<file path="config.mk">
export PLATFORM = sky130hd
export DESIGN_NAME = cbt_top
export DESIGN_NICKNAME = d
export VERILOG_FILES = /design/src/logic/cbt_pkg.sv /design/src/logic/cbt_top.sv
export VERILOG_INCLUDE_DIRS = /design/src /design/src/logic
export SDC_FILE = /design/constraint.sdc
export NUM_CORES = 1
export LEC_CHECK = 0
export ABC_AREA = 1
export BUFFER_PORTS_ARGS = -buffer_cell sky130_fd_sc_hd__buf_2
export CAP_MARGIN = 20
export CORE_UTILIZATION = 32
export DETAILED_ROUTE_END_ITERATION = 16
export GPL_TIMING_DRIVEN = 0
export HOLD_SLACK_MARGIN = 0.08
export PLACE_DENSITY_LB_ADDON = 0.25
export SETUP_SLACK_MARGIN = 0.05
export SLEW_MARGIN = 20
export SYNTH_ARGS = -nofsm -noshare
export SYNTH_HDL_FRONTEND = slang
export SYNTH_SLANG_ARGS = --single-unit
</file>
<file path="constraint.sdc">
create_clock -name ref_clk -period 8.69 [get_ports ref_clk]
set_clock_uncertainty 0.15 [all_clocks]
set_input_delay 1.3035 -clock ref_clk [delete_from_list [all_inputs] [get_ports ref_clk]]
set_output_delay 1.3035 -clock ref_clk [all_outputs]
set_load 0.1 [all_outputs]
</file>
<file path="src/logic/cbt_map.svh">
// Register offsets, field positions, reset values and timing counts
// Assumes a 32-bit classic Wishbone slave; byte addresses, one word each
`ifndef CBT_MAP_SVH
`define CBT_MAP_SVH
`define CBT_ADR_FBP0     8'h00
`define CBT_ADR_FBP7     8'h1C
`define CBT_ADR_MASK_SELECT_0    8'h20
`define CBT_ADR_MASK_SELECT_3    8'h2C
`define CBT_ADR_BRC1     8'h30
`define CBT_ADR_BRC2     8'h34
`define CBT_ADR_BRC3     8'h38
`define CBT_ADR_PINC     8'h3C
`define CBT_ADR_MODE     8'h40
`define CBT_ADR_STAT     8'h44
`define CBT_RST_FBP01    8'h00
`define CBT_RST_FBP1     8'h11
`define CBT_RST_FBP2     8'h11
`define CBT_RST_MASK_SELECT_0    8'h50
`define CBT_RST_MASK_SELECT_1    8'h05
`define CBT_RST_ZERO     8'h00
`define CBT_RST_MODE     8'h01
`define CBT_BRC3_MASK    8'hC7
`define CBT_PINC_MASK    8'h30
`define CBT_BIT_PH2FREE  7
`define CBT_BIT_SAMPLE   6
`define CBT_BIT_WAKEDIS  7
`define CBT_BIT_WAKEFIL  6
`define CBT_BIT_DRVHI    5
`define CBT_BIT_CAPEN    4
`define CBT_IPT_TQ       4'h2
`define CBT_PTR_RESV     4'h8
`endif

</file>
<file path="src/logic/cbt_pkg.sv">
// Types shared by the bit timing and filter routing block
// Assumes the constants of cbt_map.svh
package cbt_pkg;
   typedef struct packed {
      logic [1:0] jump_width_tq;    // 0..3 means 1..4 quanta
      logic [7:0] quantum_osc;      // Oscillator periods per quantum, 2..128
      logic [3:0] prop_tq;
      logic [3:0] phase1_tq;
      logic [3:0] phase2_tq;
      logic       triple_sample_sel;
   } cbt_timing_s;
   typedef struct packed {
      logic wake_enable;
      logic wake_line_filter_sel;
   } cbt_wake_s;
   typedef enum logic [1:0] {
      CBT_MASK0 = 2'h0,
      CBT_MASK1 = 2'h1,
      CBT_MASK_F15 = 2'h2,
      CBT_MASK_NONE = 2'h3
   } cbt_mask_e;
   typedef enum logic [1:0] {
      CBT_IDLE = 2'b01,
      CBT_ACK  = 2'b10
   } cbt_bus_e;
endpackage

</file>
<file path="src/logic/cbt_top.sv">
// Bit timing, filter routing and pin control registers of a CAN controller
// Assumes a classic Wishbone master on ref_clk and a transceiver on the pins
// Overview of operation
// (RQ1) Each filter has a 4-bit pointer: 0,1 dedicated buffers; 2..7 programmable; rest reserved
// (RQ2) Each filter has 2-bit mask select: mask0, mask1, filter 15, none
// (RQ3) Jump width equals field value plus one quanta
// (RQ4) Quantum equals two times (prescaler plus one) oscillator periods
// (RQ5) Free phase 2 length equals field value plus one quanta
// (RQ6) Select bit clear: phase 2 is max of phase 1 and processing time
// (RQ7) Wake disable bit turns wake detection off; select bit adds line filter
// (RQ8) Drive-high bit set drives recessive high, else tri-state
// (RQ9) Capture enable routes receive signal to capture unit, else the pin
// (RQ10) Software should set drive-high bit on differential buses
// (RQ11) Pointer and mask select registers written only in configuration mode
// (RQ12) Phase 1 and propagation equal field plus one; sample bit picks three or one
// (RQ13) Bit rate registers written only in configuration mode
//
// Chosen here: the Wishbone slave port and the placing of the registers.
`timescale 1ns/1ps
`include "cbt_map.svh"
module cbt_top (
   input  wire logic                 ref_clk,
   input  wire logic                 rst,
   input  wire logic                 wb_cyc_i,
   input  wire logic                 wb_stb_i,
   input  wire logic                 wb_we_i,
   input  wire logic [7:0]           wb_adr_i,
   input  wire logic [3:0]           wb_sel_i,
   input  wire logic [31:0]          wb_dat_i,
   output logic      [31:0]          wb_dat_o,
   output logic                      wb_ack_o,
   input  wire logic                 tx_bit,
   input  wire logic                 rx_msg_event,
   input  wire logic                 capture_input_pin,
   output logic                      bus_tx_pin_o,
   output logic                      bus_tx_pin_oe,
   output logic                      capture_out,
   output logic [63:0]               filter_buffer_ptr,
   output logic [31:0]               filter_mask_sel,
   output logic [15:0]               filter_ptr_reserved,
   output cbt_pkg::cbt_timing_s      timing,
   output cbt_pkg::cbt_wake_s        wake
);
   import cbt_pkg::*;

   // Register state
   logic [7:0]  fbp [0:7];
   logic [7:0]  msel [0:3];
   logic [7:0]  brc1;
   logic [7:0]  brc2;
   logic [7:0]  brc3;
   logic [7:0]  pinc;
   logic [7:0]  mode;
   logic [7:0]  next_fbp [0:7];
   logic [7:0]  next_msel [0:3];
   logic [7:0]  next_brc1;
   logic [7:0]  next_brc2;
   logic [7:0]  next_brc3;
   logic [7:0]  next_pinc;
   logic [7:0]  next_mode;
   logic [31:0] next_dat;
   logic        next_ack;
   cbt_bus_e    bus_st;
   cbt_bus_e    next_bus_st;
   logic        cfg_mode;
   logic        wr_go;
   // Capture path state
   logic [2:0]  cap_sync;
   logic        cap_seen;
   logic        next_cap_seen;

   // Configuration mode gates routing and bit rate writes
   assign cfg_mode = mode[0];
   assign wr_go    = wb_cyc_i & wb_stb_i & wb_we_i & wb_sel_i[0] & (bus_st == CBT_IDLE);

   // Bus slave and register writes
   always_comb begin
      for (int i = 0; i < 8; i++) begin
         next_fbp[i] = fbp[i];
      end
      for (int i = 0; i < 4; i++) begin
         next_msel[i] = msel[i];
      end
      next_brc1   = brc1;
      next_brc2   = brc2;
      next_brc3   = brc3;
      next_pinc   = pinc;
      next_mode   = mode;
      next_ack    = 1'b0;
      next_bus_st = CBT_IDLE;
      case (bus_st)
         CBT_IDLE: begin
            if (wb_cyc_i && wb_stb_i) begin
               next_ack    = 1'b1;
               next_bus_st = CBT_ACK;
               if (wr_go && cfg_mode) begin
                  if (wb_adr_i <= `CBT_ADR_FBP7 && wb_adr_i[1:0] == 2'b00) begin
                     next_fbp[wb_adr_i[4:2]] = wb_dat_i[7:0]; // [RQ1] [RQ11]
                  end
                  if (wb_adr_i >= `CBT_ADR_MASK_SELECT_0 && wb_adr_i <= `CBT_ADR_MASK_SELECT_3
                      && wb_adr_i[1:0] == 2'b00) begin
                     next_msel[wb_adr_i[3:2]] = wb_dat_i[7:0]; // [RQ2] [RQ11]
                  end
                  if (wb_adr_i == `CBT_ADR_BRC1) next_brc1 = wb_dat_i[7:0]; // [RQ13]
                  if (wb_adr_i == `CBT_ADR_BRC2) next_brc2 = wb_dat_i[7:0]; // [RQ13]
                  if (wb_adr_i == `CBT_ADR_BRC3) begin
                     next_brc3 = wb_dat_i[7:0] & `CBT_BRC3_MASK; // [RQ13]
                  end
               end
               if (wr_go && wb_adr_i == `CBT_ADR_PINC) begin
                  next_pinc = wb_dat_i[7:0] & `CBT_PINC_MASK;
               end
               if (wr_go && wb_adr_i == `CBT_ADR_MODE) next_mode = {7'h00, wb_dat_i[0]};
            end
         end
         CBT_ACK: begin
            next_bus_st = CBT_IDLE; // Ack drops the cycle after it rose
         end
         default: begin
            next_bus_st = CBT_IDLE;
         end
      endcase
   end

   always_ff @(posedge ref_clk or posedge rst) begin
      if (rst) begin
         fbp[0]  <= `CBT_RST_FBP01;
         fbp[1]  <= `CBT_RST_FBP1;
         fbp[2]  <= `CBT_RST_FBP2;
         for (int i = 3; i < 8; i++) begin
            fbp[i] <= `CBT_RST_ZERO;
         end
         msel[0] <= `CBT_RST_MASK_SELECT_0;
         msel[1] <= `CBT_RST_MASK_SELECT_1;
         msel[2] <= `CBT_RST_ZERO;
         msel[3] <= `CBT_RST_ZERO;
         brc1    <= `CBT_RST_ZERO;
         brc2    <= `CBT_RST_ZERO;
         brc3    <= `CBT_RST_ZERO;
         pinc    <= `CBT_RST_ZERO;
         mode    <= `CBT_RST_MODE;
         wb_ack_o <= 1'b0;
         bus_st   <= CBT_IDLE;
      end else begin
         fbp      <= next_fbp;
         msel     <= next_msel;
         brc1     <= next_brc1;
         brc2     <= next_brc2;
         brc3     <= next_brc3;
         pinc     <= next_pinc;
         mode     <= next_mode;
         wb_ack_o <= next_ack;
         bus_st   <= next_bus_st;
      end
   end

   // Read data: chosen as the request is taken, shown with ack
   always_comb begin
      next_dat = 32'h0000_0000;
      if (wb_cyc_i && wb_stb_i && !wb_we_i && bus_st == CBT_IDLE) begin
         if (wb_adr_i <= `CBT_ADR_FBP7 && wb_adr_i[1:0] == 2'b00) begin
            next_dat = {24'h00_0000, fbp[wb_adr_i[4:2]]};
         end else if (wb_adr_i >= `CBT_ADR_MASK_SELECT_0 && wb_adr_i <= `CBT_ADR_MASK_SELECT_3
                      && wb_adr_i[1:0] == 2'b00) begin
            next_dat = {24'h00_0000, msel[wb_adr_i[3:2]]};
         end else begin
            case (wb_adr_i)
               `CBT_ADR_BRC1: next_dat = {24'h00_0000, brc1};
               `CBT_ADR_BRC2: next_dat = {24'h00_0000, brc2};
               `CBT_ADR_BRC3: next_dat = {24'h00_0000, brc3};
               `CBT_ADR_PINC: next_dat = {24'h00_0000, pinc};
               `CBT_ADR_MODE: next_dat = {24'h00_0000, mode};
               `CBT_ADR_STAT: next_dat = {8'h00, filter_ptr_reserved,
                                          7'h00, cap_seen}; // Reserved flags in 23:8, capture-seen in bit 0
               default:       next_dat = 32'h0000_0000;
            endcase
         end
      end
   end

   // Read data register; zero between answers
   always_ff @(posedge ref_clk or posedge rst) begin
      if (rst) begin
         wb_dat_o <= 32'h0000_0000;
      end else begin
         wb_dat_o <= next_dat;
      end
   end

   // Decoded timing, routing and pin controls
   cbt_timing_s next_timing;
   cbt_wake_s   next_wake;
   logic [63:0] next_ptr;
   logic [31:0] next_msk;
   logic [15:0] next_resv;
   logic [3:0]  ph1;

   // Pin and capture next values
   logic        next_tx_o;
   logic        next_tx_oe;
   logic        next_cap;
   logic [2:0]  next_cap_sync;
   logic        cap_level;
   logic        next_cap_level;
   logic        cap_clear;

   // Bit timing fields turned into quanta counts
   always_comb begin
      ph1 = {1'b0, brc2[5:3]} + 4'h1;                     // [RQ12]
      next_timing.jump_width_tq     = brc1[7:6];          // [RQ3]
      next_timing.quantum_osc       = {1'b0, brc1[5:0], 1'b0} + 8'h02; // [RQ4]
      next_timing.prop_tq           = {1'b0, brc2[2:0]} + 4'h1;  // [RQ12]
      next_timing.phase1_tq         = ph1;
      next_timing.triple_sample_sel = brc2[`CBT_BIT_SAMPLE]; // [RQ12]
      if (brc2[`CBT_BIT_PH2FREE]) begin
         next_timing.phase2_tq = {1'b0, brc3[2:0]} + 4'h1;   // [RQ5]
      end else begin
         next_timing.phase2_tq = (ph1 > `CBT_IPT_TQ) ? ph1 : `CBT_IPT_TQ; // [RQ6]
      end
   end

   // Timing register; zero only while reset is held
   always_ff @(posedge ref_clk or posedge rst) begin
      if (rst) begin
         timing <= '0;
      end else begin
         timing <= next_timing;
      end
   end

   // Wake-up controls and per-filter routing fields
   always_comb begin
      next_wake.wake_enable          = ~brc3[`CBT_BIT_WAKEDIS]; // [RQ7]
      next_wake.wake_line_filter_sel = brc3[`CBT_BIT_WAKEFIL];  // [RQ7]
      // Filter f owns nibble f%2 of pointer word f/2
      for (int f = 0; f < 16; f++) begin
         next_ptr[f*4 +: 4] = fbp[f/2][(f%2)*4 +: 4];     // [RQ1]
         next_resv[f]       = fbp[f/2][(f%2)*4 + 3];      // [RQ1]
         next_msk[f*2 +: 2] = msel[f/4][(f%4)*2 +: 2];    // [RQ2]
      end
   end

   // Routing and wake registers
   always_ff @(posedge ref_clk or posedge rst) begin
      if (rst) begin
         wake                <= '0;
         filter_buffer_ptr   <= '0;
         filter_mask_sel     <= '0;
         filter_ptr_reserved <= '0;
      end else begin
         wake                <= next_wake;
         filter_buffer_ptr   <= next_ptr;
         filter_mask_sel     <= next_msk;
         filter_ptr_reserved <= next_resv;
      end
   end

   // Dominant drives low; recessive drives high or floats
   always_comb begin
      next_tx_o  = tx_bit;
      next_tx_oe = ~tx_bit | pinc[`CBT_BIT_DRVHI];         // [RQ8]
   end

   // Transmit pin registers; released and recessive while in reset
   always_ff @(posedge ref_clk or posedge rst) begin
      if (rst) begin
         bus_tx_pin_o  <= 1'b1;
         bus_tx_pin_oe <= 1'b0;
      end else begin
         bus_tx_pin_o  <= next_tx_o;
         bus_tx_pin_oe <= next_tx_oe;
      end
   end

   // Software clear of the capture-seen flag
   assign cap_clear = wr_go && wb_adr_i == `CBT_ADR_STAT && wb_dat_i[0];

   // Pin synchroniser, capture source select and sticky capture-seen flag
   always_comb begin
      next_cap_sync  = {cap_sync[1:0], capture_input_pin};
      // Level moves only once the second and third stages agree
      next_cap_level = (cap_sync[1] == cap_sync[2]) ? cap_sync[2] : cap_level;
      next_cap       = pinc[`CBT_BIT_CAPEN] ? rx_msg_event : next_cap_level; // [RQ9]
      next_cap_seen  = cap_seen | next_cap;
      if (cap_clear) begin
         next_cap_seen = next_cap; // Set wins over a same-cycle clear
      end
   end

   // Capture registers
   always_ff @(posedge ref_clk or posedge rst) begin
      if (rst) begin
         capture_out <= 1'b0;
         cap_sync    <= 3'h0;
         cap_level   <= 1'b0;
         cap_seen    <= 1'b0;
      end else begin
         capture_out <= next_cap;
         cap_sync    <= next_cap_sync;
         cap_level   <= next_cap_level;
         cap_seen    <= next_cap_seen;
      end
   end
endmodule

</file>
# Word level (Yosys, flattened, before mapping)
# Cells that the tools add are included.
# W data, S select, Z words.
[word_totals]
register_bits = 300
latch_bits = 0
ramBits = 0
romBits = 0
inputBits = 52
output_inout_bits = 173
wordCells = 114
mem_count = 0
[classes]
n_addsub = 4
mul = 0
div = 0
magnitude_cmp = 8
n_eq_ne = 8
shift = 0
muxes = 25
bitwise_logic = 10
n_reduce_logical = 22
[op_table]
columns = ["cell", "count"]
rows = [
  ["$pmux W24 S6", 1],
  ["$mux W24", 3],
  ["$bwmux W64", 1],
  ["$mux W8", 6],
  ["$bwmux W32", 1],
  ["$eq A8 B6 Y1 const B", 4],
  ["$bmux W8 S3", 1],
  ["$demux W8 S3", 1],
  ["$reduce_and A4 Y1", 5],
  ["$bmux W8 S2", 1],
  ["$demux W8 S2", 1],
  ["$eq A8 B7 Y1 const B", 2],
  ["$logic_and A1 B1 Y1", 13],
  ["$add A3 B1 Y4 const B", 3],
  ["$add A7 B2 Y8 const B", 1],
  ["$ge A8 B6 Y1 const B", 1],
  ["$le A8 B5 Y1 const B", 1],
  ["$le A8 B6 Y1 const B", 1],
  ["$mux W4", 2],
  ["$reduce_and A3 Y1", 2],
  ["$mux W1", 5],
  ["$and A1 B1 Y1", 4],
  ["$ge A4 B4 Y1 const B", 1],
  ["$gt A4 B2 Y1 const B", 1],
  ["other kinds (12)", 15],
]

# Logic depth before layout (Yosys ltp)
[logic_depth]
ltp_word = 7
ltp_mapped = 11
ltp_nobuf = 11

# Worst setup path before layout
# Ideal clock, no wire load.
[synth_timing]
kind = "register to output"
start = "reg filter_ptr_reserved[0]"
end = "out filter_ptr_reserved[0]"
arrival_ps = 1334
t_required_ps = 7237
path_slack_ps = 5903
path_stages_with_launch = 2
path_buffers = 1
cell_sequence = "dfrtp_1 -> buf_4"
[synth_lines]
columns = ["item", "line", "source"]
rows = [
  ["start: declaration", "cbt_top.sv:40", "output logic [15:0] filter_ptr_reserved,"],
  ["start signal: assignment", "cbt_top.sv:254", "filter_ptr_reserved <= next_resv;"],
]
# No word-level cell between the ends.

# Worst setup path after layout
[layout_timing]
start = "in wb_adr_i[1]"
end = "reg wb_dat_o[3]"
[layout_between]
elab_chain_cells = 6
elab_cells_between_ends = 17
cone_classes = "order compare: 3; eq/ne: 6; mux: 4; reduce/logical: 4"
[layout_rtl]
columns = ["item", "line", "source"]
rows = [
  ["start: declaration", "cbt_top.sv:27", "input wire logic [7:0] wb_adr_i,"],
  ["$ge A8 B6 Y1 (no line) / $le A8 B6 Y1 (equally long branches)", "--", ""],
  ["$logic_and A1 B1 Y1 (no line)", "--", ""],
  ["$logic_and A1 B1 Y1", "cbt_top.sv:163", "end else if (wb_adr_i >= `CBT_ADR_MASK_SELECT_0 && wb_adr_i <= `CBT_ADR_MASK_SELECT_3"],
  ["$mux W24", "cbt_top.sv:163", ""],
  ["$mux W24 *", "cbt_top.sv:161", "if (wb_adr_i <= `CBT_ADR_FBP7 && wb_adr_i[1:0] == 2'b00) begin"],
  ["$mux W24 *", "cbt_top.sv:160", "if (wb_cyc_i && wb_stb_i && !wb_we_i && bus_st == CBT_IDLE) begin"],
  ["net next_dat[3]", "cbt_top.sv:61", "logic [31:0] next_dat;"],
  ["end signal: assignment", "cbt_top.sv:186", "wb_dat_o <= next_dat;"],
  ["end: declaration", "cbt_top.sv:30", "output logic [31:0] wb_dat_o,"],
]
# The timed path passes the listed nets; every way through them passes the cells marked *.
# A chain may end at the register's enable or synchronous reset.

==> results_dict.tcl <==
set metrics [dict create \
    timing.rr.end "wb_dat_o[19]$_DFF_PP0_" \
    netlist_instances 1026 \
    slew_headroom_pct 40.6 \
    pwr_density_cell_nw_per_um2 212 \
    maxCapViolCount 0 \
    worstSkewPairLatency_ps 550 \
    cts_tree "built" \
    critPathTopFamily "simple AND/OR/NAND/NOR gates" \
    drv_slew 0 \
    hold_viol 0 \
    cp_data_arrival_time_ps 3570 \
    grt_pass1_vias 7635 \
    criticalPathCategory "input port to flop" \
    max_freq_mhz 304 \
    rows 65 \
    p_comb_share_pct 5.2 \
    globalRouteOverflowTotal 0 \
    switchingPower_uw 626 \
    ff2ff_setup_slack_ps 6260 \
    worstSetupPathDepth 9 \
    antenna_found_initial 0 \
    cts-resized-gates 0 \
    start_util_pct 32.6 \
    area_growth_pct 26.1 \
    hold_end "cap_sync[1]$_DFF_PP0_" \
    slowest_delay_ps 600 \
    final_util_pct 41.1 \
    grt_usage_pct 18.0 \
    cts_buffers 30 \
    r2r-start "bus_st[0]$_DFF_PP1_" \
    dpl_cell_area_um2 12000 \
    grt_pass1_wl_um 45100 \
    hold_path_depth 0 \
    grt_start_max_net_pins 36 \
    design_area_um2 13100 \
    fin_hold_ws_ps 197 \
    cp_common_cell "nor2_1" \
    place_congestion 0.865 \
    top_usage_layer "met2" \
    cts_root_buf "clkbuf_16" \
    final_cell_mix "267 x nand2_1, 263 x dfrtp_1, 193 x buf_2, 133 x nor2_1, 64 x o21ai_1" \
    peakVddDrop_v 0.000128 \
    post-route-period-util_pct 37.9 \
    use_met2_pct 29.3 \
    die_height_um 182 \
    ys_ff_latch 274 \
    clkTransAtPathRegs_ps 60 \
    layout.filler_cells 3134 \
    finalCriticalPeriod_ps 3290 \
    grtUsageMet1_pct 24.6 \
    pwr-share-seq_pct 46.2 \
    layout-drive-gt1-share_pct 24.7 \
    pwr-share-clk_pct 48.6 \
    async_flop_share_pct 100 \
    synth-seq-area-share_pct 66.4 \
    internal-power_mw 2.15 \
    core_area_um2 31700 \
    clock_sinks 274 \
    post-place-ws_ps 4890 \
    fp.dieArea_um2 33100 \
    reg2reg_depth 7 \
    path_cells "buf_2 > nor2_1 > nand3_1 > nor2_1 > clkbuf_1 > nand2_1 > nand2_1 > nor2_1 > nor2_1" \
    ioPinCount 225 \
    first_pass_iters 5 \
    multiInputGateArea_um2 2890 \
    post_cts_buffers 0 \
    wl_per_cell_um 17.3 \
    switching_share_pct 22.6 \
    via_per_inst 4.54 \
    drc 0 \
    fp.dieW_um 182 \
    cts.htree.levels 1 \
    met3_usage_pct 2.45 \
    tns_ps 0 \
    vias 7658 \
    ant_nets 0 \
    seqCellArea_um2 6870 \
    diodes 0 \
    port_buffers 187 \
    setup-violations-final 0 \
    worstHoldPathType "flop to flop" \
    setup_ws_ps 5400 \
    clockBufferDepth 3 \
    yosys_warnings 0 \
    dp.final_hpwl_um 21100 \
    cp_num_buf_inv 2 \
    leakage_nw 7.12 \
    hp-start "cap_sync[0]$_DFF_PP0_" \
    drt-initial-drc-count 607 \
    ys_types 31 \
    synth-edff-count 0 \
    critPathLaunch "wb_adr_i[1]" \
    ys.flop_type "dfrtp_1" \
    worstMarginPinSlew_ps 890 \
    worstSetupStartpointType "input port" \
    syn_area_um2 10300 \
    crit_slowest_cell "clkbuf_1" \
    layout.nets 1319 \
    mostFrequentLayoutCell "nand2_1" \
    crit_path_end_kind "flop" \
    ctsHoldBuffers 0 \
    wl_um 29100 \
    crit_path_max_fanout 10 \
    crit_required_ps 8970 \
    avgSynthCellArea_um2 10.1 \
    status "completed" \
    rsz0062_at_grt "false" \
]
worst reg2reg max path: cells and delay by family, from the launching register on:
kind | cells | cell delay (ps)
flops | 1 | 520
simple gates | 5 | 1270
buf+inv | 2 | 390
cell type report:
cell class / instances / area share (%)
repair buffers: 196 / 8.55
plain buffers: 58 / 2.90
well taps: 402 / 3.85
multi-input cells: 639 / 22.1
clock inverters: 11 / 1.46
clock buffers: 43 / 6.60
flip-flops and latches: 274 / 52.6
inverters: 63 / 1.86
Yosys cell counts (2+ instances only):
master	number	area share [%]
buf_4	25	1.8
clkinv_1	2	0.073
buf_1	2	0.073
buf_6	8	0.87
nand4_1	4	0.24
nor3b_1	16	1.2
xnor2_1	3	0.25
a21oi_1	3	0.15
dfstp_2	11	2.8
nand2_1	267	9.7
nand3_1	63	3.0
dfrtp_1	263	64
o21ai_0	45	2.2
o21ai_1	64	3.1
buf_2	6	0.29
nand2_4	8	0.87
nand2_2	3	0.18
nor2_2	7	0.42
inv_1	57	2.1
xor2_1	4	0.34
clkbuf_1	17	0.62
inv_2	3	0.11
ha_1	5	0.60
nor2_1	133	4.8
per-stage QoR:
step,power [mW],std cells
after floorplan,1.40,1034
after global placement,1.44,1623
after detailed placement,1.45,1632
after CTS,2.80,1686
after global routing,2.87,1686
final,2.77,1686
cells by family (layout without fill, tap and decap cells):
group           count (synthesis)  in the layout  synth area share (%)
flops                         274            274                  66.4
compound gates                115            115                  5.61
fa+ha+maj                       5              5                 0.605
xor+xnor                        7              7                 0.593
simple gates                  503            503                  20.8
buf+inv                       121            371                  5.97
other cells                     1              9                0.0362
registers in the layout, indices dropped and copies added (netlist names):
name and count:
brc1 8, filter_ptr_reserved 15, cap_seen 1, capture_out 1
msel 32, bus_st 2, brc3 5, fbp 64
wb_dat_o 24, cap_level 1, bus_tx_pin_oe 1, pinc 2
mode 1, filter_buffer_ptr 49, timing 22, bus_tx_pin_o 1
wake 2, brc2 8, cap_sync 3, filter_mask_sel 32
power groups by stage:
stage	Clock (mW)	Sequential [mW]	Combinational, mW
3_5_place_dp	0	1.30	0.145
4_1_cts	1.38	1.28	0.146
3_3_place_gp	0	1.30	0.134
2_1_floorplan	0	1.31	0.0814
6_report	1.35	1.28	0.144
5_1_grt	1.43	1.28	0.158
metal layers:
metal / part of all wire [%] / wire length, µm
met1: 46 / 13300
met4: 3.1 / 891
met3: 4.5 / 1300
met2: 47 / 13600
met5: 0 / 0
how the worst max path moves through the flow:
stage                            endpoint
floorplan             brc1[0]$_DFFE_PP0P_
global placement     timing[10]$_DFF_PP0_
detailed placement  wb_dat_o[3]$_DFF_PP0_
CTS                 wb_dat_o[3]$_DFF_PP0_
global route        wb_dat_o[4]$_DFF_PP0_
finish              wb_dat_o[3]$_DFF_PP0_
No activity file was read; power rests on OpenSTA's default activity.
